**config.mk**
```make
export PLATFORM = sky130hd
export DESIGN_NAME = rtc_alarm_calib_watchdog
export DESIGN_NICKNAME = d
export VERILOG_FILES = /design/src/core/rtc_alarm_calib_watchdog.v
export VERILOG_INCLUDE_DIRS = /design/src /design/src/core
export SDC_FILE = /design/constraint.sdc
export NUM_CORES = 1
export LEC_CHECK = 0
export ABC_AREA = 1
export BUFFER_PORTS_ARGS = -buffer_cell sky130_fd_sc_hd__buf_2
export CORE_ASPECT_RATIO = 0.5
export CORE_UTILIZATION = 57
export DETAILED_ROUTE_END_ITERATION = 16
export GPL_TIMING_DRIVEN = 0
export PLACE_DENSITY_LB_ADDON = 0.12
export RECOVER_POWER = 50
export SYNTH_ARGS = -nofsm -noshare
export SYNTH_HDL_FRONTEND = slang
export SYNTH_SLANG_ARGS = --single-unit
```
**constraint.sdc**
```tcl
create_clock -name clk_sys_i -period 6.75 [get_ports clk_sys_i]
set_input_delay 0.675 -clock clk_sys_i [delete_from_list [all_inputs] [get_ports clk_sys_i]]
set_output_delay 0.675 -clock clk_sys_i [all_outputs]
set_load 0.01 [all_outputs]
```
**src/core/rtc_support_consts.vh**
```
// Constants for the alarm, calibration, watchdog and reset support block.
// Assumes a byte-wide register bus decoded on 15-bit addresses.
`ifndef RTC_SUPPORT_CONSTS_VH
`define RTC_SUPPORT_CONSTS_VH
`define ADDR_FLAGS 15'h7ff0
`define ADDR_ALM_SEC 15'h7ff2
`define ADDR_ALM_MIN 15'h7ff3
`define ADDR_ALM_HOUR 15'h7ff4
`define ADDR_ALM_DATE 15'h7ff5
`define ADDR_IRQ_EN 15'h7ff6
`define ADDR_WD_CTRL 15'h7ff7
`define ADDR_CLK_CTRL 15'h7ff8
`define ADDR_SECONDS 15'h7ff9
`define ADDR_DAY 15'h7ffc
`define BIT_WD_FLAG 7
`define BIT_ALM_FLAG 6
`define BIT_IRQ_EN 7
`define BIT_BACKUP_EN 5
`define BIT_WD_STEER 7
`define BIT_FT 6
`define BIT_HALT 7
`define BIT_CAL_SIGN 5
`define BIT_RPT 7
`define RPT_SEC 4'hf
`define RPT_MIN 4'he
`define RPT_HOUR 4'hc
`define RPT_DAY 4'h8
`define RPT_MONTH 4'h0
`define OSC_HZ 32768
`define SYS_HZ 200000000
`define CAL_STAGE 256
`define CAL_SHORT 128
`define CAL_LONG 256
`define CAL_MIN_ELIG 62
`define CAL_CYCLE_MIN 64
`define TICKS_PER_SEC 128
`define TREC_US 200
`define ZERO8 8'h00
`endif

```
**src/core/rtc_alarm_calib_watchdog.v**
```verilog
// Alarm comparator, calibrated seconds divider, frequency test output,
// watchdog timer and supply-fail reset of a battery-backed clock device.
// Assumes synchronous bus strobes, an oscillator tick input and a time
// counter outside that supplies BCD time and accepts the calibrated tick.
`timescale 1ns/1ps
`default_nettype none
`include "rtc_support_consts.vh"

module rtc_alarm_calib_watchdog #(
    parameter integer TREC_CYCLES = (`TREC_US * (`SYS_HZ / 1000000)),
    parameter integer OSC_DIV = 6104
) (
    input wire clk_sys_i,
    input wire nrst_i,
    input wire osc_tick_i,
    input wire [14:0] addr_i,
    input wire [7:0] wdata_i,
    input wire wr_i,
    input wire rd_i,
    output reg [7:0] rdata_o,
    input wire [7:0] time_sec_i,
    input wire [7:0] time_min_i,
    input wire [7:0] time_hour_i,
    input wire [7:0] time_date_i,
    input wire on_battery_i,
    input wire supply_ok_i,
    input wire watchdog_kick_in_i,
    output wire sec_tick_o,
    output wire irq_test_out_n_o,
    output wire irq_test_out_n_oe_o,
    output wire rst_n_o,
    output wire rst_n_oe_o
);

    ////////////////////////////////////////////////////////////////////////
    reg rst_s1_ff;
    reg rst_s2_ff;
    wire rst_n;
    always @(posedge clk_sys_i or negedge nrst_i)
    begin
        if (!nrst_i)
        begin
            rst_s1_ff <= 1'b0;
            rst_s2_ff <= 1'b0;
        end
        else
        begin
            rst_s1_ff <= 1'b1;
            rst_s2_ff <= rst_s1_ff;
        end
    end
    assign rst_n = rst_s2_ff;

    function match_addr;
        input [14:0] a;
        input [14:0] r;
        begin
            match_addr = (a == r);
        end
    endfunction

    ////////////////////////////////////////////////////////////////////////
    reg [7:0] alm_sec_ff, alm_min_ff, alm_hour_ff, alm_date_ff;
    reg alarm_irq_enable_ff, alarm_backup_enable_ff;
    reg [7:0] wd_ctrl_ff;
    reg [7:0] clk_ctrl_ff;
    reg freq_test_enable_ff;
    reg osc_halt_ff;
    reg alarm_flag_ff, alarm_irq_ff, wd_timeout_flag_ff, wd_irq_ff;
    reg pwr_ok_ff;
    reg [31:0] rst_cnt_ff;
    reg kick_ff;
    reg [31:0] wd_cnt_ff;
    reg [7:0] div_ff;
    reg [6:0] tick_ff;
    reg [5:0] cal_min_ff;
    reg [5:0] sec_in_min_ff;
    reg cal_done_ff;
    reg [8:0] extra_ff;
    reg sec_pulse_ff;
    reg sq_ff;

    wire [4:0] wd_multiplier = wd_ctrl_ff[6:2];
    wire [1:0] wd_resolution = wd_ctrl_ff[1:0];
    wire wd_steer = wd_ctrl_ff[`BIT_WD_STEER];
    wire [3:0] alarm_repeat_mask = {alm_date_ff[`BIT_RPT], alm_hour_ff[`BIT_RPT],
                                    alm_min_ff[`BIT_RPT], alm_sec_ff[`BIT_RPT]};
    wire flags_rd = rd_i && match_addr(addr_i, `ADDR_FLAGS);
    wire wd_wr = wr_i && match_addr(addr_i, `ADDR_WD_CTRL);
    wire pwr_down = pwr_ok_ff && !supply_ok_i;

    ////////////////////////////////////////////////////////////////////////
    // Alarm match on each second update
    reg alarm_hit;
    always @*
    begin
        alarm_hit = 1'b0;
        case (alarm_repeat_mask)
            `RPT_MIN: alarm_hit = (time_sec_i[6:0] == alm_sec_ff[6:0]);
            `RPT_HOUR: alarm_hit = (time_sec_i[6:0] == alm_sec_ff[6:0]) &&
                                   (time_min_i[6:0] == alm_min_ff[6:0]);
            `RPT_DAY: alarm_hit = (time_sec_i[6:0] == alm_sec_ff[6:0]) &&
                                  (time_min_i[6:0] == alm_min_ff[6:0]) &&
                                  (time_hour_i[5:0] == alm_hour_ff[5:0]);
            `RPT_MONTH: alarm_hit = (time_sec_i[6:0] == alm_sec_ff[6:0]) &&
                                    (time_min_i[6:0] == alm_min_ff[6:0]) &&
                                    (time_hour_i[5:0] == alm_hour_ff[5:0]) &&
                                    (time_date_i[5:0] == alm_date_ff[5:0]);
            default: alarm_hit = 1'b1;
        endcase
    end
    wire alarm_event = sec_pulse_ff && alarm_hit;

    ////////////////////////////////////////////////////////////////////////
    // Watchdog timeout in 1/16 s units, from the calibrated tick
    reg [10:0] wd_units;
    always @*
    begin
        case (wd_resolution)
            2'b00: wd_units = {6'h00, wd_multiplier};
            2'b01: wd_units = {4'h0, wd_multiplier, 2'b00};
            2'b10: wd_units = {2'b00, wd_multiplier, 4'h0};
            default: wd_units = {wd_multiplier, 6'h00};
        endcase
    end
    wire wd_enabled = (wd_ctrl_ff != `ZERO8);
    reg [1:0] kick_sync_ff;
    wire kick_edge = kick_ff ^ kick_sync_ff[1];
    // Every eighth stage wrap is one unit; a halted divider gives none
    wire unit_tick = osc_tick_i && !osc_halt_ff && (div_ff == 8'hff) &&
                     (tick_ff[2:0] == 3'h7);
    wire wd_expire = wd_enabled && !wd_irq_ff && unit_tick &&
                     (wd_cnt_ff + 32'd1 >= {21'h0, wd_units});

    ////////////////////////////////////////////////////////////////////////
    // Divider, calibration and seconds tick
    wire [4:0] cal_mag = clk_ctrl_ff[4:0];
    wire cal_pos = clk_ctrl_ff[`BIT_CAL_SIGN];
    wire cal_active = (cal_min_ff < {cal_mag, 1'b0}) &&
                      (cal_min_ff < 6'd`CAL_MIN_ELIG) && !cal_done_ff;
    wire stage_wrap = osc_tick_i && (div_ff == 8'hff);
    always @(posedge clk_sys_i or negedge rst_n)
    begin
        if (!rst_n)
        begin
            div_ff <= 8'h00;
            tick_ff <= 7'h00;
            cal_min_ff <= 6'h00;
            sec_in_min_ff <= 6'h00;
            cal_done_ff <= 1'b0;
            extra_ff <= 9'h000;
            sec_pulse_ff <= 1'b0;
            sq_ff <= 1'b0;
        end
        else
        begin
            sec_pulse_ff <= 1'b0;
            if (osc_tick_i && !osc_halt_ff)
            begin
                div_ff <= div_ff + 8'h01;
                if (div_ff[4:0] == 5'h1f)
                    sq_ff <= ~sq_ff;
                if (stage_wrap)
                begin
                    if (extra_ff != 9'h000)
                        extra_ff <= extra_ff - 9'h100;
                    else if (tick_ff == 7'h7f)
                    begin
                        tick_ff <= 7'h00;
                        sec_pulse_ff <= 1'b1;
                        if (cal_active && !cal_pos)
                        begin
                            extra_ff <= 9'h100;
                            cal_done_ff <= 1'b1;
                        end
                        if (sec_in_min_ff == 6'd59)
                        begin
                            sec_in_min_ff <= 6'h00;
                            cal_done_ff <= 1'b0;
                            cal_min_ff <= cal_min_ff + 6'h01;
                        end
                        else
                            sec_in_min_ff <= sec_in_min_ff + 6'h01;
                    end
                    else
                    begin
                        tick_ff <= tick_ff + 7'h01;
                        // Split one stage: next wrap 128 cycles early, low bits keep phase
                        if (cal_active && cal_pos && tick_ff == 7'h7e)
                        begin
                            div_ff <= div_ff + 8'h81;
                            cal_done_ff <= 1'b1;
                        end
                    end
                end
            end
        end
    end
    assign sec_tick_o = sec_pulse_ff;

    ////////////////////////////////////////////////////////////////////////
    // Registers, flags and watchdog
    always @(posedge clk_sys_i or negedge rst_n)
    begin
        if (!rst_n)
        begin
            alm_sec_ff <= 8'h00;
            alm_min_ff <= 8'h00;
            alm_hour_ff <= 8'h00;
            alm_date_ff <= 8'h00;
            alarm_irq_enable_ff <= 1'b0;
            alarm_backup_enable_ff <= 1'b0;
            wd_ctrl_ff <= 8'h00;
            clk_ctrl_ff <= 8'h00;
            freq_test_enable_ff <= 1'b0;
            osc_halt_ff <= 1'b0;
            alarm_flag_ff <= 1'b0;
            alarm_irq_ff <= 1'b0;
            wd_timeout_flag_ff <= 1'b0;
            wd_irq_ff <= 1'b0;
            wd_cnt_ff <= 32'h0;
            kick_ff <= 1'b0;
            kick_sync_ff <= 2'b00;
            pwr_ok_ff <= 1'b0;
            rst_cnt_ff <= 32'h0;
        end
        else
        begin
            kick_sync_ff <= {kick_sync_ff[0], watchdog_kick_in_i};
            kick_ff <= kick_sync_ff[1];
            pwr_ok_ff <= supply_ok_i;
            if (wr_i)
            begin
                if (match_addr(addr_i, `ADDR_ALM_SEC)) alm_sec_ff <= wdata_i;
                if (match_addr(addr_i, `ADDR_ALM_MIN)) alm_min_ff <= wdata_i;
                if (match_addr(addr_i, `ADDR_ALM_HOUR)) alm_hour_ff <= wdata_i;
                if (match_addr(addr_i, `ADDR_ALM_DATE)) alm_date_ff <= wdata_i;
                if (match_addr(addr_i, `ADDR_CLK_CTRL)) clk_ctrl_ff <= wdata_i;
                if (match_addr(addr_i, `ADDR_SECONDS)) osc_halt_ff <= wdata_i[`BIT_HALT];
                if (match_addr(addr_i, `ADDR_DAY)) freq_test_enable_ff <= wdata_i[`BIT_FT];
                if (match_addr(addr_i, `ADDR_IRQ_EN))
                begin
                    alarm_irq_enable_ff <= wdata_i[`BIT_IRQ_EN];
                    alarm_backup_enable_ff <= wdata_i[`BIT_BACKUP_EN];
                end
            end
            // Alarm flag: a set in the clearing cycle wins
            if (alarm_event)
            begin
                alarm_flag_ff <= 1'b1;
                alarm_irq_ff <= alarm_irq_enable_ff &&
                                (!on_battery_i || alarm_backup_enable_ff);
            end
            else if (flags_rd)
            begin
                alarm_flag_ff <= 1'b0;
                alarm_irq_ff <= 1'b0;
            end
            if (wd_expire)
                wd_timeout_flag_ff <= 1'b1;
            else if (flags_rd)
                wd_timeout_flag_ff <= 1'b0;
            if (wd_wr)
            begin
                wd_ctrl_ff <= wdata_i;
                wd_cnt_ff <= 32'h0;
                if (wdata_i == `ZERO8)
                    wd_irq_ff <= 1'b0;
            end
            else if (kick_edge)
                wd_cnt_ff <= 32'h0;
            else if (wd_expire)
            begin
                wd_cnt_ff <= 32'h0;
                if (wd_steer)
                begin
                    rst_cnt_ff <= TREC_CYCLES;
                    wd_ctrl_ff <= 8'h00;
                    freq_test_enable_ff <= 1'b0;
                    alarm_irq_enable_ff <= 1'b0;
                    alarm_backup_enable_ff <= 1'b0;
                end
                else
                    wd_irq_ff <= 1'b1;
            end
            else if (wd_enabled && unit_tick)
                wd_cnt_ff <= wd_cnt_ff + 32'd1;
            if (!supply_ok_i)
                rst_cnt_ff <= TREC_CYCLES;
            else if (rst_cnt_ff != 32'h0 && !(wd_expire && wd_steer))
                rst_cnt_ff <= rst_cnt_ff - 32'h1;
            if (pwr_down)
            begin
                wd_ctrl_ff <= 8'h00;
                freq_test_enable_ff <= 1'b0;
                wd_irq_ff <= 1'b0;
            end
        end
    end

    ////////////////////////////////////////////////////////////////////////
    // Read data and pins
    always @(posedge clk_sys_i or negedge rst_n)
    begin
        if (!rst_n)
            rdata_o <= 8'h00;
        else if (rd_i)
        begin
            rdata_o <= 8'h00;
            if (match_addr(addr_i, `ADDR_FLAGS))
            begin
                rdata_o[`BIT_WD_FLAG] <= wd_timeout_flag_ff;
                rdata_o[`BIT_ALM_FLAG] <= alarm_flag_ff;
            end
            if (match_addr(addr_i, `ADDR_WD_CTRL)) rdata_o <= wd_ctrl_ff;
            if (match_addr(addr_i, `ADDR_CLK_CTRL)) rdata_o <= clk_ctrl_ff;
            if (match_addr(addr_i, `ADDR_ALM_SEC)) rdata_o <= alm_sec_ff;
            if (match_addr(addr_i, `ADDR_ALM_MIN)) rdata_o <= alm_min_ff;
            if (match_addr(addr_i, `ADDR_ALM_HOUR)) rdata_o <= alm_hour_ff;
            if (match_addr(addr_i, `ADDR_ALM_DATE)) rdata_o <= alm_date_ff;
            if (match_addr(addr_i, `ADDR_IRQ_EN))
                rdata_o <= {alarm_irq_enable_ff, 1'b0, alarm_backup_enable_ff, 5'h00};
        end
    end

    wire irq_active = alarm_irq_ff || wd_irq_ff;
    wire test_on = !osc_halt_ff && freq_test_enable_ff && !alarm_irq_enable_ff &&
                   (wd_steer || !wd_enabled);
    wire pin_low = irq_active || (test_on && sq_ff);
    assign irq_test_out_n_o = 1'b0;
    assign irq_test_out_n_oe_o = pin_low;
    assign rst_n_o = 1'b0;
    assign rst_n_oe_o = (rst_cnt_ff != 32'h0) || !supply_ok_i;

endmodule
`default_nettype wire

```
### Word level (Yosys, flattened, before mapping)

Index checks and enable logic that the tools add are counted.

| operators by class | value |
|---|---|
| eq/ne operators | 33 |
| add/subtract/negate cells | 8 |
| order comparisons | 3 |
| reductions and logical operators | 71 |
| bitwise logic cells | 3 |
| multiplexer cells | 71 |

Operators by type and width:

| cell | number |
|---|---|
| 32-bit two-way mux | 10 |
| 15-bit equality test, second input constant | 10 |
| 8-bit two-way mux | 15 |
| 1-bit two-way mux | 37 |
| 11-bit case mux with 3 select lines | 1 |
| 32-bit by 1-bit adder with 32-bit output, second input constant | 1 |
| 32-bit by 11-bit greater-or-equal comparator with 1-bit output | 1 |
| 32-bit nonzero test | 1 |
| 32-bit by 1-bit subtractor with 32-bit output, second input constant | 1 |
| 1-bit logical AND | 27 |
| 9-bit two-way mux | 3 |
| 2-bit AND reduction | 8 |
| 4-bit AND reduction | 4 |
| 3-bit by 1-bit != test with 1-bit output, second input constant | 5 |
| 7-bit equality test | 2 |
| 7-bit equality test, second input constant | 2 |
| 7-bit two-way mux | 2 |
| 6-bit by 1-bit adder with 6-bit output, second input constant | 2 |
| 4-bit equality test, second input constant | 3 |
| 6-bit equality test | 2 |
| 5-bit AND reduction | 2 |
| 2-bit nonzero test | 5 |
| 1-bit zero test | 9 |
| 9-bit nonzero test | 1 |
| other kinds (27) | 35 |

| word-level totals | value |
|---|---|
| bits in registers | 173 |
| output and inout bits | 13 |
| logic and storage cells | 220 |
| input port bits | 63 |

### Longest topological paths before layout

| logic depth | value |
|---|---|
| word-level depth | 11 |
| gate-level depth with buffers | 24 |

### Worst setup path before layout

Ideal clock, no wire load.

| timing | value |
|---|---|
| path type | register to register |
| start | register wd_cnt_ff[0] |
| end | register rst_cnt_ff[10] |
| data arrival time | 2.576 ns |
| library setup time | 0.130 ns |
| clock period less this slack | 2.706 ns |
| stages on the path, launching flop included | 23 |
| slack | 4.044 ns |
| cell sequence | dfrtp_1 > ha_1 > nand2_1 > nor2_4 > inv_2 > nand2_1 > o21ai_0 > inv_1 > ha_1 > nand2_1 > nor2_1 > a21oi_1 > nand2_1 > nand2_1 > a21boi_0 > nor2_1 > nand3_2 > nand3_4 > nand2_4 > buf_2 > nand3_1 > nand2_1 > nand2_1 |

| on the way | value |
|---|---|
| cells in the longest elaborated chain, start to end | 8 |
| elaborated cells on any way between the ends | 13 |
| classes of those cells | add/sub: 1; order compare: 1; eq/ne: 4; mux: 2; reduce/logical: 5 |

Ends and longest elaborated chain:

| element | line | source |
|---|---|---|
| start: declaration | rtc_alarm_calib_watchdog.v:73 | `reg [31:0] wd_cnt_ff;` |
| start signal: assignment | rtc_alarm_calib_watchdog.v:287 | `wd_cnt_ff <= wd_cnt_ff + 32'd1;` |
| 32-bit by 1-bit adder with 32-bit output * | rtc_alarm_calib_watchdog.v:133 | `(wd_cnt_ff + 32'd1 >= {21'h0, wd_units});` |
| 32-bit by 11-bit greater-or-equal comparator with 1-bit output * | rtc_alarm_calib_watchdog.v:133 |  |
| 1-bit logical AND * | rtc_alarm_calib_watchdog.v:132 | `wire wd_expire = wd_enabled && !wd_irq_ff && unit_tick &&` |
| 1-bit logical AND | rtc_alarm_calib_watchdog.v:290 | `else if (rst_cnt_ff != 32'h0 && !(wd_expire && wd_steer))` |
| 1-bit zero test | rtc_alarm_calib_watchdog.v:290 |  |
| 1-bit logical AND | rtc_alarm_calib_watchdog.v:290 |  |
| 3-bit by 1-bit != test with 1-bit output (no source line) (tied with other cells) | -- |  |
| 4-bit AND reduction (no source line) or 32-bit two-way mux (tied branches) | -- |  |
| end signal: assignment | rtc_alarm_calib_watchdog.v:291 | `rst_cnt_ff <= rst_cnt_ff - 32'h1;` |
| end: declaration | rtc_alarm_calib_watchdog.v:71 | `reg [31:0] rst_cnt_ff;` |

Every way passes the cells marked *; elsewhere a longest branch is shown, timed or not.
A chain may end at the register's enable or synchronous reset.

### Final worst setup path

| timing | value |
|---|---|
| start | register wd_cnt_ff[0] |
| end | register rst_cnt_ff[15] |

The elaborated chain is that of the path after synthesis.

==> flow_metrics.env <==
export IMPL_die_h_um=95.6
export IMPL_grt_start_max_net_pins=63
export IMPL_fp_dieW_um=189
export IMPL_critical_path_top_delay_family="simple AND/OR/NAND/NOR gates"
export IMPL_design_die_area_um2=18100
export IMPL_crit_top_cell="sky130_fd_sc_hd__nand2_1"
export IMPL_design_area_um2=11300
export IMPL_worstReg2RegStart="wd_cnt_ff[0]"
export IMPL_fmax_mhz=277
export IMPL_clk_insertion_delay_late_ps=450
export IMPL_numCtsBuffers=17
export IMPL_distinct_cells_synth=42
export IMPL_postSynth_topFlopCell="sky130_fd_sc_hd__dfrtp_1"
export IMPL_min_to="kick_sync_ff[0]"
export IMPL_synth_edf_count=0
export IMPL_hold_path_depth=1
export IMPL_outcome="complete, but fails checks"
export IMPL_synth_top_cells_by_area="sky130_fd_sc_hd__dfrtp_1 41%, sky130_fd_sc_hd__nand2_1 14%, sky130_fd_sc_hd__inv_1 6.4%, sky130_fd_sc_hd__nor2_1 5.2%, sky130_fd_sc_hd__nand3_1 4.7%"
export IMPL_cp_max_fo=10
export IMPL_routed_wirelength_mm=27.2
export IMPL_globalplace_congestion=0.936
export IMPL_start_kind="register"
export IMPL_drt_wirelength_per_cell_um=16.0
export IMPL_layout_worst_path_cycle_share=0.535
export IMPL_diodes=0
export IMPL_fp_coreArea_um2=16800
export IMPL_final_setup_worst_slack_ps=3140
export IMPL_synth_most_common_cell="sky130_fd_sc_hd__nand2_1"
export IMPL_period_needed_ps=3610
export IMPL_cts_sink_count=165
export IMPL_netlist_top_cell_by_area="sky130_fd_sc_hd__dfrtp_1"
export IMPL_ctsHoldBuffers=1
export IMPL_worstHoldPathType="in -> reg"
export IMPL_finish_cell_count_without_fillers=1695
export IMPL_async_flop_share=1.00
export IMPL_crit_path_max_incr_delay_ps=490
export IMPL_nFillCells=1458
export IMPL_maxCapViolations=1
export IMPL_timing_critical_path_buf_inv=2
export IMPL_rr_endpoint="rst_cnt_ff[15]"
export IMPL_ctsHtreeMaxLevel=4
export IMPL_hold_violations=0
export IMPL_boundaryPins=76
export IMPL_setup_repair_after_global_routing_missed_its_margin="false"
export IMPL_total_standard_cell_area_after_synthesis_um2=10000
export IMPL_grt_pass1_vias=8881
export IMPL_synthCells=1366
export IMPL_initial_utilization=0.596
export IMPL_finalHoldWorstSlack_ps=332
export IMPL_clk_root_buffer_cell="sky130_fd_sc_hd__clkbuf_16"
export IMPL_grt_antenna_before_repair=0
export IMPL_postCtsSetupBuffers=0
export IMPL_drt_initial_drc_count=686
export IMPL_total_drc_errors_in_the_routed_layout=0
export IMPL_worstSetupEndpointType="register"
export IMPL_sequential_to_total_area_share_from_yosys_stat=0.413
export IMPL_drt_pass1_iter_count=5
export IMPL_cts_tree="done"
export IMPL_ff2ff_path_depth=19
export IMPL_worstSetupPathType="reg -> reg"
export IMPL_r2r_slack_ps=3140
export IMPL_grt_first_pass_wirelength_mm=44.1
export IMPL_global_route_usage_total=0.315
export IMPL_power_per_cell_area_nw_per_um2=201
export IMPL_p_leak_nw=5.56
export IMPL_post_cts_resized_instances=0
export IMPL_yosys_register_bits=165
export IMPL_timing_clock_skew_ps=10.8
export IMPL_critical_path_cell_chain="nand3_1 > nor2_1 > xnor2_1 > inv_1 > ha_1 > nand2_1 > nor2_1 > a21oi_1 > nand2_1 > nand2_1 > a21boi_0 > nor2_1 > nand3_2 > nand3_4 > nand2_4 > buf_2 > nand3_1 > nand2_1 > nand2_1"
export IMPL_ant_nets=0
export IMPL_numPlacedInstances=1662
export IMPL_vias_per_cell=5.54
export IMPL_ys_top_cells_by_count="377 x sky130_fd_sc_hd__nand2_1, 171 x sky130_fd_sc_hd__inv_1, 165 x sky130_fd_sc_hd__dfrtp_1"
export IMPL_final_nets=1542
export IMPL_worstMarginPinSlew_ps=1910
export IMPL_crit_path_top_delay_cell="sky130_fd_sc_hd__dfrtp_1"
export IMPL_hold_wc_startpoint="watchdog_kick_in_i"
export IMPL_yosys_warnings=0
export IMPL_ctsLongestPathBuffers=2
export IMPL_fp_row_count=33
export IMPL_clkTransAtPathRegs_ps=70
export IMPL_setup_slack_placement_ps=3200
export IMPL_area_delta_synth_final_pct=13.1
export IMPL_worst_slew_margin_rel=-0.276
export IMPL_critical_path_arrival_ps=3930
export IMPL_setup_viol=0
export IMPL_post_synth_top_area_fraction=0.413
export IMPL_grt_overflow=0
export IMPL_place_hpwl_mm=20.6
export IMPL_dr_total_vias=9397
export IMPL_post_dp_area_um2=10700
export IMPL_final_max_slew_violation_count=46
export IMPL_final_layout_size_suffix_gt1_frac=0.0988
export IMPL_cp_required_ps=7070
export IMPL_finish_utilization=0.674
export IMPL_power_ir_vdd_worst_uv=190
export IMPL_syn_area_per_cell_um2=7.32
export IMPL_violations="capacitance limit, slew limit"
export IMPL_port_buffers=66
==> worst max-delay path by stage <==
stage | from | end | slack, ps | cells past startpoint
4_1_cts | wd_cnt_ff[0] | rst_cnt_ff[15] | 3170 | 19
2_1_floorplan | rst_n | alarm_backup_enable_ff | 1810 | 0
3_3_place_gp | rst_n | wd_cnt_ff[31] | -130 | 0
5_1_grt | wd_cnt_ff[0] | rst_cnt_ff[15] | 2820 | 19
3_5_place_dp | wd_cnt_ff[0] | rst_cnt_ff[10] | 3200 | 19
6_report | wd_cnt_ff[0] | rst_cnt_ff[15] | 3140 | 19
==> cells by family after synthesis <==
logic type      after synthesis  share of synthesized area
simple gates                745                      0.329
fa+ha+maj                    24                     0.0300
compound gates              158                     0.0879
flops                       165                      0.413
xor+xnor                     67                     0.0587
other cells                   2                   0.000751
buf+inv                     205                     0.0807
==> worst reg2reg max path: stages, from the launching register on <==
cell                       delay (ps)
sky130_fd_sc_hd__dfrtp_1          490
sky130_fd_sc_hd__nand3_1          140
sky130_fd_sc_hd__nor2_1           410
sky130_fd_sc_hd__xnor2_1          220
sky130_fd_sc_hd__inv_1             70
sky130_fd_sc_hd__ha_1             300
sky130_fd_sc_hd__nand2_1           70
sky130_fd_sc_hd__nor2_1           130
sky130_fd_sc_hd__a21oi_1           80
sky130_fd_sc_hd__nand2_1           80
sky130_fd_sc_hd__nand2_1           50
sky130_fd_sc_hd__a21boi_0         340
sky130_fd_sc_hd__nor2_1           120
sky130_fd_sc_hd__nand3_2          200
sky130_fd_sc_hd__nand3_4          170
sky130_fd_sc_hd__nand2_4          160
sky130_fd_sc_hd__buf_2            250
sky130_fd_sc_hd__nand3_1           90
sky130_fd_sc_hd__nand2_1           70
sky130_fd_sc_hd__nand2_1           50
==> cell type report <==
cell class                      instances  area [µm²]  share of cell area
Multi-Input combinational cell        997        5060               0.448
Sequential cell                       165        4130               0.365
Inverter                              174         653              0.0578
Clock buffer                           18         439              0.0389
Timing Repair Buffer                   69         393              0.0348
Tap cell                              227         284              0.0251
Clock inverter                         14         185              0.0164
Buffer                                 31         154              0.0136
==> report_power, final <==
part           switching (mW)  total (mW)  internal, mW
clock                   0.466        1.04         0.573
combinational           0.106       0.174        0.0675
sequential             0.0351        1.06          1.02
==> sequential cells by signal, summed over array words and instances, names as in the netlist, 2 cells and up <==
| name | count |
|---|---|
| alm_min_ff | 8 |
| alm_sec_ff | 8 |
| sec_in_min_ff | 6 |
| tick_ff | 7 |
| div_ff | 8 |
| rdata_o | 8 |
| cal_min_ff | 6 |
| clk_ctrl_ff | 8 |
| wd_cnt_ff | 32 |
| alm_hour_ff | 8 |
| alm_date_ff | 8 |
| kick_sync_ff | 2 |
| rst_cnt_ff | 32 |
| wd_ctrl_ff | 8 |
==> layout by cell type (no fill, tap or decap), drive strengths merged, types with 4 or more instances in the layout <==
cell and n:
inv 180, ha 24, o22ai 18, nand2 391, a21oi 30, xor2 26
o2111ai 4, o31ai 7, o21ai 84, buf 81, a31oi 5, nor4 13
xnor2 41, nand4 53, nand3 98, nor2 148, dfrtp 165, clkinv 4
o211ai 4, nor3 28, nand3b 6, clkbuf 36
==> per-stage QoR <==
step	TNS, ps	total power [mW]
after floorplan	0	1.18
after global placement	-17880	1.24
after detailed placement	0	1.25
after CTS	0	2.27
after global routing	0	2.35
final	0	2.27
==> metal layers <==
metal,track usage,wire length (µm)
met1,0.428,12600
met2,0.513,12400
met3,0.0659,1780
met4,0.0914,374
met5,0,0
Note: power is estimated with default switching activity, not from simulation.
